### config.mk
export PLATFORM = sky130hd
export DESIGN_NAME = sldrv_top
export DESIGN_NICKNAME = d
export VERILOG_FILES = /design/src/sldrv_scan.v /design/src/sldrv_top.v
export VERILOG_INCLUDE_DIRS = /design/src
export SDC_FILE = /design/constraint.sdc
export NUM_CORES = 1
export LEC_CHECK = 0
export BUFFER_PORTS_ARGS = -buffer_cell sky130_fd_sc_hd__clkbuf_2
export CELL_PAD_IN_SITES_DETAIL_PLACEMENT = 0
export CELL_PAD_IN_SITES_GLOBAL_PLACEMENT = 1
export CORE_MARGIN = 4
export CORE_UTILIZATION = 52
export DETAILED_ROUTE_END_ITERATION = 10
export HOLD_SLACK_MARGIN = 0.02
export PLACE_DENSITY = 0.9
export SLEW_MARGIN = 20
export SYNTH_ARGS = -nofsm -noshare
export SYNTH_HDL_FRONTEND = slang
export SYNTH_SLANG_ARGS = --single-unit
### constraint.sdc
create_clock -name MCLK -period 12.1 [get_ports MCLK]
set_clock_uncertainty 0.2 [all_clocks]
set_input_delay 2.42 -clock MCLK [delete_from_list [all_inputs] [get_ports MCLK]]
set_output_delay 2.42 -clock MCLK [all_outputs]
set_load 0.02 [all_outputs]
### src/sldrv_consts.vh
// Notes on behaviour
// - port-2 bit n routes pin n to display
// - port-3 bit n routes pin n; resets zero
// - divider code selects 100/200/400/800 kilohm
// - first sixteenth of slot forces 100 kilohm
// - quarter duty swap bit picks common group
// - bias bit: quarter when clear, third when set
// - one RAM byte per segment, bit k=common k
// - enable starts scan; mode picks LCD or LED
// - duty code picks eight/six/five/four commons
// - contrast sets level (17+code)/32 of supply
// - scan ticks from 32 kHz source, ~64 Hz
`ifndef SLDRV_CONSTS_VH
`define SLDRV_CONSTS_VH
// register indices; byte address is four times the index
`define SLD_IDX_OTCTL 16'h008f
`define SLD_IDX_P3EN 16'h00b3
`define SLD_IDX_P2EN 16'h00a3
`define SLD_IDX_MAIN 16'h0093
`define SLD_IDX_STAT 16'h00c0
`define SLD_IDX_CLKS 16'h00c1
`define SLD_IDX_RAM0 16'h2000
`define SLD_IDX_RAML 16'h201b
`define SLD_NSEG 28
// reset values
`define SLD_RST_BYTE 8'h00
// main control fields
`define SLD_MAIN_ON 7
`define SLD_MAIN_MODE 6
`define SLD_MAIN_DUTY_HI 5
`define SLD_MAIN_DUTY_LO 4
`define SLD_MAIN_VL_HI 3
`define SLD_MAIN_VL_LO 0
// output/bias/divider control fields
`define SLD_OT_RES_HI 3
`define SLD_OT_RES_LO 2
`define SLD_OT_SWAP 1
`define SLD_OT_BIAS 0
// duty codes
`define SLD_DUTY_8 2'b00
`define SLD_DUTY_6 2'b01
`define SLD_DUTY_5 2'b10
`define SLD_DUTY_4 2'b11
// divider code forced during the boost part of a slot
`define SLD_RES_100K 2'b00
// contrast offset and scale
`define SLD_VL_BASE 6'd17
`define SLD_VL_DEN 32
// timing: 32768 Hz source, 64 Hz frame
`define SLD_SRC_HZ 32768
`define SLD_FRAME_HZ 64
`define SLD_FRAME_TICKS (`SLD_SRC_HZ / `SLD_FRAME_HZ)
`define SLD_BOOST_DIV 16
// axi responses
`define SLD_RESP_OK 2'b00
`define SLD_RESP_ERR 2'b10
`endif

### src/sldrv_scan.v
`include "sldrv_consts.vh"
module sldrv_scan (
  // clock and reset
  input wire clk,
  input wire rst,
  // control
  input wire tick,
  input wire run,
  input wire [1:0] duty,
  input wire swap,
  // state
  output wire [2:0] com_idx,
  output wire boost,
  output wire frame_phase
);
  reg [7:0] cnt_q;
  reg [2:0] com_q;
  reg phase_q;
  reg [2:0] first;
  reg [2:0] last;
  reg [7:0] slot;
  localparam [31:0] SLOT8 = `SLD_FRAME_TICKS / 8;
  localparam [31:0] SLOT6 = `SLD_FRAME_TICKS / 6;
  localparam [31:0] SLOT5 = `SLD_FRAME_TICKS / 5;
  localparam [31:0] SLOT4 = `SLD_FRAME_TICKS / 4;
  wire [31:0] boost_len = slot / `SLD_BOOST_DIV;
  wire out_rng = (com_q < first) || (com_q > last);

  always @* begin
    last = 3'd7;
    case (duty)
      `SLD_DUTY_8: begin
        first = 3'd0;
        slot = SLOT8[7:0];
      end
      `SLD_DUTY_6: begin
        first = 3'd2;
        slot = SLOT6[7:0];
      end
      `SLD_DUTY_5: begin
        first = 3'd3;
        slot = SLOT5[7:0];
      end
      default: begin
        first = swap ? 3'd0 : 3'd4;
        last = swap ? 3'd3 : 3'd7;
        slot = SLOT4[7:0];
      end
    endcase
  end

  // a duty change that leaves the common outside the new range restarts at the first common, never a stale one
  always @(posedge clk or posedge rst) begin
    if (rst) begin
      cnt_q <= 8'h00;
      com_q <= 3'h0;
      phase_q <= 1'b0;
    end else if (!run) begin
      cnt_q <= 8'h00;
      com_q <= first;
      phase_q <= 1'b0;
    end else if (com_q < first || com_q > last) begin
      cnt_q <= 8'h00;
      com_q <= first;
    end else if (tick) begin
      if (cnt_q == slot - 8'h01) begin
        cnt_q <= 8'h00;
        if (com_q == last) begin
          com_q <= first;
          phase_q <= ~phase_q;
        end else begin
          com_q <= com_q + 3'h1;
        end
      end else begin
        cnt_q <= cnt_q + 8'h01;
      end
    end
  end

  // the common register lags a duty or swap change by one cycle; never show a stale line
  assign com_idx = out_rng ? first : com_q;
  assign boost = run && (cnt_q < boost_len[7:0]);
  assign frame_phase = phase_q;
endmodule // sldrv_scan

### src/sldrv_top.v
`include "sldrv_consts.vh"
module sldrv_top #(
  parameter AW = 16
) (
  // clock and reset
  input wire MCLK,
  input wire RST,
  // axi4-lite write address
  input wire [AW-1:0] AWADDR,
  input wire AWVALID,
  output wire AWREADY,
  // axi4-lite write data
  input wire [31:0] WDATA,
  input wire [3:0] WSTRB,
  input wire WVALID,
  output wire WREADY,
  // axi4-lite write response
  output wire [1:0] BRESP,
  output wire BVALID,
  input wire BREADY,
  // axi4-lite read address
  input wire [AW-1:0] ARADDR,
  input wire ARVALID,
  output wire ARREADY,
  // axi4-lite read data
  output wire [31:0] RDATA,
  output wire [1:0] RRESP,
  output wire RVALID,
  input wire RREADY,
  // scan clock sources
  input wire LRC_CLK,
  input wire XTAL_CLK,
  // display drive
  output wire [7:0] COM_ACTIVE,
  output wire [27:0] SEG_ON,
  output wire [27:0] SEG_VALID,
  output wire FRAME_PHASE,
  output wire SCAN_ACTIVE,
  output wire LED_MODE,
  output wire BIAS_THIRD,
  output wire [1:0] DIV_RES_SEL,
  output wire [5:0] LCD_LEVEL_NUM,
  // pin routing
  output wire [7:0] PORT2_PIN_DISPLAY_DRIVE,
  output wire [7:0] PORT3_PIN_DISPLAY_DRIVE
);
  localparam [3:0] R_NONE = 4'h0;
  localparam [3:0] R_MAIN = 4'h1;
  localparam [3:0] R_OT = 4'h2;
  localparam [3:0] R_P2 = 4'h3;
  localparam [3:0] R_P3 = 4'h4;
  localparam [3:0] R_STAT = 4'h5;
  localparam [3:0] R_CLKS = 4'h6;
  localparam [3:0] R_RAM = 4'h7;

  // byte address to register code; low two bits ignored
  function [3:0] dec;
    input [AW-1:0] a;
    reg [AW-3:0] ix;
    begin
      ix = a[AW-1:2];
      if (ix == `SLD_IDX_MAIN) dec = R_MAIN;
      else if (ix == `SLD_IDX_OTCTL) dec = R_OT;
      else if (ix == `SLD_IDX_P2EN) dec = R_P2;
      else if (ix == `SLD_IDX_P3EN) dec = R_P3;
      else if (ix == `SLD_IDX_STAT) dec = R_STAT;
      else if (ix == `SLD_IDX_CLKS) dec = R_CLKS;
      else if (ix >= `SLD_IDX_RAM0 && ix <= `SLD_IDX_RAML) dec = R_RAM;
      else dec = R_NONE;
    end
  endfunction

  // segment slot within display RAM
  function [4:0] ram_ix;
    input [AW-1:0] a;
    begin
      ram_ix = a[6:2];
    end
  endfunction

  // registers
  reg [7:0] main_q;
  reg [7:0] ot_q;
  reg [7:0] p2_q;
  reg [7:0] p3_q;
  reg clks_q;
  reg [7:0] dram [0:`SLD_NSEG-1];

  // write channel state
  reg [AW-1:0] awa_q;
  reg aw_q;
  reg [31:0] wd_q;
  reg [3:0] ws_q;
  reg w_q;
  reg bv_q;
  reg [1:0] br_q;
  // read channel state
  reg rv_q;
  reg [31:0] rd_q;
  reg [1:0] rr_q;
  reg [31:0] rd_d;
  reg [1:0] rr_d;

  wire do_wr = aw_q && w_q && !bv_q;
  wire [3:0] wsel = dec(awa_q);
  wire wlane = ws_q[0];
  wire [7:0] wb = wd_q[7:0];
  integer i;

  assign AWREADY = !aw_q && !bv_q;
  assign WREADY = !w_q && !bv_q;
  assign BVALID = bv_q;
  assign BRESP = br_q;
  assign ARREADY = !rv_q;
  assign RVALID = rv_q;
  assign RDATA = rd_q;
  assign RRESP = rr_q;

  // address and data are latched in either order; answer follows both
  always @(posedge MCLK or posedge RST) begin
    if (RST) begin
      aw_q <= 1'b0;
      w_q <= 1'b0;
      awa_q <= {AW{1'b0}};
      wd_q <= 32'h00000000;
      ws_q <= 4'h0;
      bv_q <= 1'b0;
      br_q <= `SLD_RESP_OK;
    end else begin
      if (AWVALID && AWREADY) begin
        aw_q <= 1'b1;
        awa_q <= AWADDR;
      end
      if (WVALID && WREADY) begin
        w_q <= 1'b1;
        wd_q <= WDATA;
        ws_q <= WSTRB;
      end
      if (do_wr) begin
        aw_q <= 1'b0;
        w_q <= 1'b0;
        bv_q <= 1'b1;
        br_q <= (wsel == R_NONE) ? `SLD_RESP_ERR : `SLD_RESP_OK;
      end else if (bv_q && BREADY) begin
        bv_q <= 1'b0;
      end
    end
  end

  // register stores; status is read-only, writes to it are dropped
  always @(posedge MCLK or posedge RST) begin
    if (RST) begin
      main_q <= `SLD_RST_BYTE;
      ot_q <= `SLD_RST_BYTE;
      p2_q <= `SLD_RST_BYTE;
      p3_q <= `SLD_RST_BYTE;
      clks_q <= 1'b0;
    end else if (do_wr && wlane) begin
      case (wsel)
        R_MAIN: main_q <= wb;
        R_OT: ot_q <= wb;
        R_P2: p2_q <= wb;
        R_P3: p3_q <= wb;
        R_CLKS: clks_q <= wb[0];
        default: clks_q <= clks_q;
      endcase
    end
  end

  // display RAM is not reset, as on the original memory
  always @(posedge MCLK) begin
    if (do_wr && wlane && wsel == R_RAM) begin
      dram[ram_ix(awa_q)] <= wb;
    end
  end

  // scan clock: selected source passes three flops; edge counts on agreement
  reg sy1_q;
  reg sy2_q;
  reg sy3_q;
  reg lvl_q;
  wire src_pin = clks_q ? XTAL_CLK : LRC_CLK;
  wire lvl_d = (sy2_q == sy3_q) ? sy3_q : lvl_q;
  wire tick = lvl_d && !lvl_q;
  always @(posedge MCLK or posedge RST) begin
    if (RST) begin
      sy1_q <= 1'b0;
      sy2_q <= 1'b0;
      sy3_q <= 1'b0;
      lvl_q <= 1'b0;
    end else begin
      sy1_q <= src_pin;
      sy2_q <= sy1_q;
      sy3_q <= sy2_q;
      lvl_q <= lvl_d;
    end
  end

  wire run = main_q[`SLD_MAIN_ON];
  wire [1:0] duty = main_q[`SLD_MAIN_DUTY_HI:`SLD_MAIN_DUTY_LO];
  wire swap = ot_q[`SLD_OT_SWAP];
  wire [2:0] com_idx;
  wire boost;
  wire phase;

  sldrv_scan u_scan (
    .clk(MCLK),
    .rst(RST),
    .tick(tick),
    .run(run),
    .duty(duty),
    .swap(swap),
    .com_idx(com_idx),
    .boost(boost),
    .frame_phase(phase)
  );

  // read mux
  always @* begin
    rd_d = 32'h00000000;
    rr_d = `SLD_RESP_OK;
    case (dec(ARADDR))
      R_MAIN: rd_d[7:0] = main_q;
      R_OT: rd_d[7:0] = ot_q;
      R_P2: rd_d[7:0] = p2_q;
      R_P3: rd_d[7:0] = p3_q;
      R_CLKS: rd_d[0] = clks_q;
      R_STAT: rd_d[5:0] = {run, phase, boost, com_idx};
      R_RAM: rd_d[7:0] = dram[ram_ix(ARADDR)];
      default: rr_d = `SLD_RESP_ERR;
    endcase
  end

  always @(posedge MCLK or posedge RST) begin
    if (RST) begin
      rv_q <= 1'b0;
      rd_q <= 32'h00000000;
      rr_q <= `SLD_RESP_OK;
    end else if (ARVALID && ARREADY) begin
      rv_q <= 1'b1;
      rd_q <= rd_d;
      rr_q <= rr_d;
    end else if (rv_q && RREADY) begin
      rv_q <= 1'b0;
    end
  end

  // lowest segment pin left free by the chosen common group
  reg [4:0] seg_lo;
  always @* begin
    case (duty)
      `SLD_DUTY_8: seg_lo = 5'd4;
      `SLD_DUTY_6: seg_lo = 5'd2;
      `SLD_DUTY_5: seg_lo = 5'd1;
      default: seg_lo = swap ? 5'd4 : 5'd0;
    endcase
  end

  // drive state; registered so pins never glitch on RAM writes
  reg [7:0] com_q;
  reg [27:0] seg_q;
  reg [27:0] sval_q;
  reg [7:0] com_d;
  reg [27:0] seg_d;
  reg [27:0] sval_d;
  reg [1:0] res_q;
  reg [5:0] vl_q;

  always @* begin
    com_d = 8'h00;
    seg_d = 28'h0000000;
    sval_d = 28'h0000000;
    if (run) begin
      com_d[com_idx] = 1'b1;
      for (i = 0; i < `SLD_NSEG; i = i + 1) begin
        if (i >= seg_lo) begin
          sval_d[i] = 1'b1;
          seg_d[i] = dram[i][com_idx];
        end
      end
    end
  end

  always @(posedge MCLK or posedge RST) begin
    if (RST) begin
      com_q <= 8'h00;
      seg_q <= 28'h0000000;
      sval_q <= 28'h0000000;
      res_q <= `SLD_RES_100K;
      vl_q <= 6'h00;
    end else begin
      com_q <= com_d;
      seg_q <= seg_d;
      sval_q <= sval_d;
      // short low-resistance burst speeds the common edge; costs supply current
      res_q <= boost ? `SLD_RES_100K : ot_q[`SLD_OT_RES_HI:`SLD_OT_RES_LO];
      vl_q <= `SLD_VL_BASE + {2'b00, main_q[`SLD_MAIN_VL_HI:`SLD_MAIN_VL_LO]};
    end
  end

  assign COM_ACTIVE = com_q;
  assign SEG_ON = seg_q;
  assign SEG_VALID = sval_q;
  assign FRAME_PHASE = phase;
  assign SCAN_ACTIVE = run;
  assign LED_MODE = main_q[`SLD_MAIN_MODE];
  assign BIAS_THIRD = ot_q[`SLD_OT_BIAS];
  assign DIV_RES_SEL = res_q;
  assign LCD_LEVEL_NUM = vl_q;
  assign PORT2_PIN_DISPLAY_DRIVE = p2_q;
  assign PORT3_PIN_DISPLAY_DRIVE = p3_q;
endmodule // sldrv_top

==> summary.md, run 1 <==
| Metric | Value |
|---|---|
| Global route overflow | `0` |
| Slew Limit Headroom | `0.334` |
| Final WL | `46.1 mm` |
| CTS Buf Count | `41` |
| Critical path's largest stage delay | `720 ps` |
| First-pass GRT wire length | `69.5 mm` |
| Reg-to-reg endpoint | `SEG_ON[7]$_DFF_PP0_` |
| Final instance area | `19900 um^2` |
| CP startpoint | `ARADDR[2]` |
| R2r setup slk | `7120 ps` |
| Reg2reg start | `main_q[4]$_DFFE_PP0P_` |
| Core area | `32900 um^2` |
| Initial antenna violation count | `1` |
| Post-Syn Area | `17500 um^2` |
| Compound-gate portion of the synthesized area | `0.109` |
| Die W | `191 um` |
| Clk root buf | `clkbuf_16` |
| Setup violators final | `0` |
| # port buffers | `152` |
| Startpoint class of the critical path | `primary input` |
| Synth Area in Adders | `0.0120` |
| Max_cap viols | `0` |
| Via/cell ratio | `6.32` |
| Final Hold Fails | `0` |
| Total Neg Setup Slack | `0 ps` |
| Pin count of the biggest net entering global routing | `72` |
| Post-synthesis sequential area ratio | `0.617` |
| Simple-Gate Fraction of Synth Area | `0.0825` |
| Gr usage total | `0.250` |
| CP max FO | `44` |
| CP cell instances | `buf_4 > buf_4 > mux4_2 > mux4_2 > nand2_1 > a21oi_1 > a2111oi_0 > nor2_1` |
| Die extent in y | `191 um` |
| Ys async rst share | `0.361` |
| Share of layout cells above drive strength 1 | `0.261` |
| Yosys Warn Count | `0` |
| Area Overhead vs Synth | `13.8%` |
| P_leak | `7.63 nW` |
| Worst IR Drop VDD | `163 uV` |
| Die area | `36600 um^2` |
| Clk sinks | `382` |
| Slew Limit Fails | `0` |
| Slew @ Worst Pin | `973 ps` |
| Rows | `66` |
| Dpl cell area | `18500 um^2` |
| Slowest CP cell | `buf_4` |
| Critical path data required time | `12310 ps` |
| Post-CTS Hold Buffers | `0` |
| Setup ws final | `6880 ps` |
| Post-CTS resize count | `0` |
| Top Ports | `210` |
| Routability cong. | `0.947` |
| Fillers | `2563` |
| Largest family of logic cells by synthesized area | `multiplexers` |
| Clock transition at path regs | `60 ps` |
| Starting density of the core | `0.532` |
| Setup bufs post-CTS | `0` |
| Syn_area_per_cell | `13.7 um^2` |
| Min Clock Period, post-route | `5220 ps` |
| XOR/XNOR Fraction of Synth Area | `0.00601` |
| CP Class | `in -> reg` |
| #FFs+latches synth | `382` |
| DRC Markers | `0` |
| Mux contribution to synthesized area | `0.127` |
| Fin nets | `1511` |
| Vias in the first global route | `11644` |
| Post-synth EDFFs | `244` |
| Initial DRC Count | `1755` |
| Total iterations of the first detailed-routing run | `5` |
| Cell depth of the worst flop-to-flop path | `13` |
| DR WL/cell | `24.3 um` |
| Syn Inst Count | `1277` |
| Status | `completed` |
| Crit end category | `register` |
| Worst setup path end | `RDATA[7]$_DFFE_PP0P_` |
| Hold Crit Class | `reg -> reg` |
| Unique masters post-synth | `74` |
| Primary FF master, synth | `edfxtp_1` |
| CTS Buffer Depth | `3` |
| Worst-Skew Late Latency | `540 ps` |
| Max Freq | `191 MHz` |
| Setup WS pre-CTS | `6350 ps` |
| DP HPWL | `30.4 mm` |
| Pwr/cell area | `189 nW/um^2` |
| CTS tree | `yes` |
| CP Data Arrival Time | `5430 ps` |
| Final Cycle Share | `0.432` |
| H-tree Lvls | `2` |
| Vias | `11971` |
| RSZ-0062 raised after global routing | `no` |
| DRT antenna net count | `0` |
[layout by cell type, fill, tap and decap left out, types with 7 or more instances in the layout]
| cell type | synthesis | layout |
|---|---|---|
| mux2_2 | 53 | 53 |
| a22oi_1 | 7 | 7 |
| mux2i_1 | 16 | 15 |
| and2_1 | 9 | 9 |
| o211ai_1 | 13 | 13 |
| clkinv_2 | 0 | 10 |
| nor2_1 | 104 | 104 |
| conb_1 | 1 | 46 |
| clkbuf_16 | 0 | 41 |
| edfxtp_1 | 244 | 244 |
| ha_1 | 16 | 16 |
| inv_1 | 41 | 40 |
| nand4_1 | 7 | 7 |
| nor2b_1 | 8 | 8 |
| nand3_1 | 21 | 21 |
| nand3b_1 | 8 | 8 |
| dfrtp_1 | 138 | 136 |
| mux4_2 | 65 | 65 |
| o21ai_0 | 69 | 69 |
| a221o_1 | 26 | 26 |
| a221oi_1 | 7 | 7 |
| a21oi_1 | 23 | 23 |
| nand2_1 | 57 | 57 |
| nor3_1 | 35 | 35 |
| clkbuf_2 | 1 | 150 |
| buf_4 | 51 | 18 |
| o22ai_1 | 85 | 85 |
| a31oi_1 | 10 | 8 |
[per-stage QoR]
stage	std cells	power, mW	hold WS, ps	utilization
after detailed placement	1817	2.50	139	0.563
after global placement	1817	2.47	132	0.563
after global routing	1893	3.90	156	0.605
final	1894	3.76	151	0.605
after CTS	1893	3.76	153	0.605
after floorplan	1322	2.20	131	-
[cell usage after synthesis (3+ instances only)]
master | instances | share of area
a2111oi_0 | 4 | 0.0020
a21o_1 | 4 | 0.0017
a21oi_1 | 23 | 0.0066
a221o_1 | 26 | 0.015
a221oi_1 | 7 | 0.0035
a22o_1 | 5 | 0.0025
a22oi_1 | 7 | 0.0030
a31oi_1 | 10 | 0.0036
a32oi_1 | 4 | 0.0020
and2_1 | 9 | 0.0032
and3_1 | 4 | 0.0014
buf_1 | 4 | 0.00086
buf_2 | 18 | 0.0052
buf_4 | 51 | 0.022
clkbuf_1 | 40 | 0.0086
dfrtp_1 | 138 | 0.20
edfxtp_1 | 244 | 0.42
ha_1 | 16 | 0.011
inv_1 | 41 | 0.0088
mux2_2 | 53 | 0.034
mux2i_1 | 16 | 0.0092
mux4_2 | 65 | 0.084
nand2_1 | 57 | 0.012
nand2b_1 | 3 | 0.0011
nand3_1 | 21 | 0.0060
nand3b_1 | 8 | 0.0034
nand4_1 | 7 | 0.0025
nor2_1 | 104 | 0.022
nor2b_1 | 8 | 0.0029
nor3_1 | 35 | 0.010
nor3b_1 | 3 | 0.0013
nor4_1 | 3 | 0.0011
nor4b_1 | 4 | 0.0020
o211ai_1 | 13 | 0.0056
o21a_1 | 3 | 0.0013
o21ai_0 | 69 | 0.020
o221ai_1 | 4 | 0.0020
o22ai_1 | 85 | 0.030
o31ai_1 | 6 | 0.0026
or2_2 | 3 | 0.0011
or3_1 | 3 | 0.0011
or3b_2 | 3 | 0.0015
xnor2_1 | 6 | 0.0030
xor2_1 | 6 | 0.0030
[logic make-up after synthesis]
logic type,count (synthesis)
flip-flops,382
multiplexers,134
adder cells (fa/ha/maj),17
AND/OR/NAND/NOR,290
buffers and inverters,158
AO/OA/AOI/OAI,283
XOR/XNOR,12
other,1
[cell type report]
type | count | area (um^2) | area share
antenna | 1 | 2.50 | 0.000126
clock inverter | 28 | 315 | 0.0159
sequential | 382 | 10800 | 0.542
tap | 442 | 553 | 0.0278
timing repair buffer | 169 | 891 | 0.0448
inverter | 42 | 163 | 0.00818
clock buffer | 48 | 1080 | 0.0544
multi-input combinational | 782 | 6100 | 0.307
[sequential cells by signal (all words and copies together) (netlist names), 2 cells and up]
signal and count:
dram 244, SEG_ON 28, awa_q 14, COM_ACTIVE 8, PORT2_PIN_DISPLAY_DRIVE 8, PORT3_PIN_DISPLAY_DRIVE 8
RDATA 8, SEG_VALID 8, main_q 8, ot_q 8, u_scan.cnt_q 8, wd_q 8
LCD_LEVEL_NUM 6, u_scan.com_q 3, DIV_RES_SEL 2
[power breakdown]
part | leakage (nW) | internal, mW | total, mW | switching, mW
combinational | 2.90 | 0.224 | 0.748 | 0.524
clock | 0.685 | 0.757 | 1.28 | 0.522
sequential | 4.05 | 1.61 | 1.74 | 0.129
total | 7.63 | 2.59 | 3.76 | 1.17
[worst max-delay path: cells and delay by family]
kind,cells,cell delay (ps)
AND/OR/NAND/NOR,2,200
AO/OA/AOI/OAI,2,470
multiplexers,2,1150
buffers and inverters,2,1090
[layer usage]
layer | routed length [um] | GRT usage | up-vias
met5 | 13 | 0 | -
met4 | 1540 | 0.0906 | 2
met3 | 4880 | 0.0511 | 109
met2 | 21700 | 0.389 | 720
met1 | 18000 | 0.355 | 5985
li1 | - | - | 5155
[worst min-delay path by stage]
stage,from,cells past startpoint,to
finish,sy1_q$_DFF_PP0_,0,sy2_q$_DFF_PP0_
global route,sy1_q$_DFF_PP0_,0,sy2_q$_DFF_PP0_
CTS,sy1_q$_DFF_PP0_,0,sy2_q$_DFF_PP0_
detailed placement,sy1_q$_DFF_PP0_,0,sy2_q$_DFF_PP0_
global placement,sy1_q$_DFF_PP0_,0,sy2_q$_DFF_PP0_
floorplan,sy1_q$_DFF_PP0_,0,sy2_q$_DFF_PP0_
(Power assumes the default switching activity.)
==> inputs of run 2 (changes only) <==
--- a/config.mk
+++ b/config.mk
@@ -10,10 +10,10 @@
 export CELL_PAD_IN_SITES_DETAIL_PLACEMENT = 0
 export CELL_PAD_IN_SITES_GLOBAL_PLACEMENT = 1
 export CORE_MARGIN = 4
-export CORE_UTILIZATION = 52
+export CORE_UTILIZATION = 48
 export DETAILED_ROUTE_END_ITERATION = 10
 export HOLD_SLACK_MARGIN = 0.02
-export PLACE_DENSITY = 0.9
+export PLACE_DENSITY = 0.85
 export SLEW_MARGIN = 20
 export SYNTH_ARGS = -nofsm -noshare
 export SYNTH_HDL_FRONTEND = slang
==> constraint.sdc (replaced) <==
create_clock -name MCLK -period 5.2 [get_ports MCLK]
set_clock_uncertainty 0.2 [all_clocks]
set_input_delay 1.04 -clock MCLK [delete_from_list [all_inputs] [get_ports MCLK]]
set_output_delay 1.04 -clock MCLK [all_outputs]
set_load 0.02 [all_outputs]
==> summary.md, run 2 (synthesis gave the netlist of run 1 again) <==
| Metric | Value |
|---|---|
| Worst-Skew Late Latency | `550 ps (was 540 ps)` |
| Setup WS pre-CTS | `599 ps (was 6350 ps)` |
| DRT antenna net count | `0 (unchanged)` |
| Post-CTS resize count | `0 (unchanged)` |
| Post-CTS Hold Buffers | `0 (unchanged)` |
| HP Start | `sy1_q$_DFF_PP0_ (unchanged)` |
| Global route overflow | `0 (unchanged)` |
| Slew @ Worst Pin | `1050 ps (was 973 ps)` |
| RSZ-0062 raised after global routing | `no (unchanged)` |
| Vias | `11777 (was 11971)` |
| Reg2reg start | `main_q[4]$_DFFE_PP0P_ (unchanged)` |
| Worst IR Drop VDD | `438 uV (was 163 uV)` |
| Share of layout cells above drive strength 1 | `0.259 (was 0.261)` |
| Fin nets | `1519 (was 1511)` |
| Setup bufs post-CTS | `0 (unchanged)` |
| Reg-to-reg endpoint | `SEG_ON[24]$_DFF_PP0_ (was SEG_ON[7]$_DFF_PP0_)` |
| Top Ports | `210 (unchanged)` |
| DR WL/cell | `23.8 um (was 24.3 um)` |
| CP cell instances | `inv_1 > ha_1 > inv_1 > ha_1 > a21o_1 > a31oi_4 > or2_1 > mux2i_4 > buf_4 > buf_4 > o22ai_1 > o22ai_1 > a221o_1 (was buf_4 > buf_4 > mux4_2 > mux4_2 > nand2_1 > a21oi_1 > a2111oi_0 > nor2_1)` |
| P_leak | `7.68 nW (was 7.63 nW)` |
| DR WL met2 | `21.7 mm (about the same)` |
| CP Data Arrival Time | `4920 ps (was 5430 ps)` |
| Critical path data required time | `5480 ps (was 12310 ps)` |
| DP HPWL | `31.7 mm (was 30.4 mm)` |
| Rows | `69 (was 66)` |
| Final WL | `45.6 mm (was 46.1 mm)` |
| Slew Limit Fails | `0 (unchanged)` |
| Die W | `199 um (was 191 um)` |
| Cell depth of the worst flop-to-flop path | `13 (unchanged)` |
| WHS Endpoint | `sy2_q$_DFF_PP0_ (unchanged)` |
| Clk root buf | `clkbuf_16 (unchanged)` |
| DRC Markers | `0 (unchanged)` |
| Max Freq | `215 MHz` |
| Crit end category | `register (unchanged)` |
| Initial antenna violation count | `1 (unchanged)` |
| DR WL met3 | `3.87 mm (was 4.88 mm)` |
| Slowest CP cell | `or2_1 (was buf_4)` |
| # port buffers | `152 (unchanged)` |
| Startpoint class of the critical path | `register (was primary input)` |
| Setup violators final | `0 (unchanged)` |
| Final Hold Fails | `0 (unchanged)` |
| Slew Limit Headroom | `0.295 (was 0.334)` |
| Final Cycle Share | `0.893` |
| CP Class | `reg -> reg (was in -> reg)` |
| Fillers | `2925 (was 2563)` |
| Setup ws final | `558 ps (was 6880 ps)` |
| Core area | `35700 um^2 (was 32900 um^2)` |
| R2r setup slk | `560 ps (was 7120 ps)` |
| CTS tree | `yes (unchanged)` |
| Max_cap viols | `0 (unchanged)` |
| Die area | `39500 um^2 (was 36600 um^2)` |
| Routability cong. | `0.868 (was 0.947)` |
| Largest Register | `dram (unchanged)` |
| Final core utilization | `0.559 (was 0.605)` |
| Clock transition at path regs | `60 ps (about the same)` |
| Hold Crit Class | `reg -> reg (unchanged)` |
| Initial DRC Count | `1332 (was 1755)` |
| Status | `completed (unchanged)` |
| WHS Path Cells | `0 (unchanged)` |
| Pwr/cell area | `436 nW/um^2 (was 189 nW/um^2)` |
| Most frequent cells in the layout | `244 x edfxtp_1, 150 x clkbuf_2, 136 x dfrtp_1, 104 x nor2_1, 85 x o22ai_1 (unchanged)` |
| Clk sinks | `382 (unchanged)` |
| Die extent in y | `199 um (was 191 um)` |
| CTS Buffer Depth | `3 (unchanged)` |
| First-pass GRT wire length | `69.2 mm (was 69.5 mm)` |
| Largest register FFs | `244 (unchanged)` |
| Commonest non-fill, non-tap cell in the layout | `edfxtp_1 (unchanged)` |
| Pin count of the biggest net entering global routing | `76 (was 72)` |
| Vias in the first global route | `11509 (was 11644)` |
| Area Overhead vs Synth | `14.2% (was 13.8%)` |
| Total Power | `8.71 mW (was 3.76 mW)` |
| Gr usage total | `0.230 (was 0.250)` |
| Via/cell ratio | `6.14 (was 6.32)` |
| Min Clock Period, post-route | `4640 ps` |
| Starting density of the core | `0.489 (was 0.532)` |
| Total iterations of the first detailed-routing run | `5 (unchanged)` |
| H-tree Lvls | `2 (unchanged)` |
| CTS Buf Count | `40 (was 41)` |
| CP max FO | `31 (was 44)` |
| Total Neg Setup Slack | `0 ps (unchanged)` |
| N_diodes | `0 (was 1)` |
| Critical path's largest stage delay | `600 ps (was 720 ps)` |
| Highest Signal Layer | `met5 (unchanged)` |
| Wl on met1 | `18.6 mm (was 18.0 mm)` |
-- run 2: cell count changes in the layout (fill, tap and decap cells not counted), moves of 3 or more --
cell / change
clkinvlp_4: -3
clkinv_2: -4
clkinv_4: -3
clkbuf_8: +3
buf_12: +3
buf_4: +6
clkbuf_1: +5
-- run 2: per-layer routing --
layer,GRT usage,vias to the layer above
li1,-,5158
met1,0.329,5896
met2,0.366,625
met3,0.0334,96
met4,0.0783,2
met5,0,-
-- run 2: worst max path at each step --
| stage | startpoint | to | slack [ps] | cells after the start |
|---|---|---|---|---|
| final | main_q[4]$_DFFE_PP0P_ | SEG_ON[24]$_DFF_PP0_ | 560 | 13 |
| after global routing | main_q[4]$_DFFE_PP0P_ | SEG_ON[24]$_DFF_PP0_ | 310 | 13 |
| after CTS | main_q[4]$_DFFE_PP0P_ | SEG_ON[17]$_DFF_PP0_ | 570 | 13 |
| after global placement | main_q[4]$_DFFE_PP0P_ | SEG_ON[6]$_DFF_PP0_ | 720 | 15 |
| after detailed placement | main_q[4]$_DFFE_PP0P_ | SEG_ON[27]$_DFF_PP0_ | 600 | 13 |
| after floorplan | RST | BRESP[1]$_DFFE_PP0P_ | 260 | 1 |
-- run 2: where the power goes --
part           switching (mW)  total (mW)  internal [mW]
registers               0.270        4.01           3.74
clock network            1.16        2.94           1.78
logic                    1.23        1.76          0.534
-- run 2: final cells by class --
cell class	instances	area, um^2	area share
Clock buffer	56	1140	0.0572
Clock inverter	17	213	0.0106
Inverter	42	163	0.00814
Multi-Input combinational cell	782	6100	0.305
Sequential cell	382	10800	0.540
Tap cell	461	577	0.0289
Timing Repair Buffer	178	996	0.0499
-- run 2: per-stage QoR --
step                hold WS (ps)  std cells  area (um^2)
floorplan                    131       1322        17700
global placement             133       1845        18600
detailed placement           139       1845        18600
CTS                          152       1918        20000
global route                 165       1918        20000
finish                       149       1918        20000
-- run 2: critical path, delay by kind of cell, from the launching register on --
family,cells,cell delay [ps]
buffers and inverters,4,1090
AO/OA/AOI/OAI,5,1050
AND/OR/NAND/NOR,1,600
adder cells (fa/ha/maj),2,790
multiplexers,1,320
flip-flops,1,490
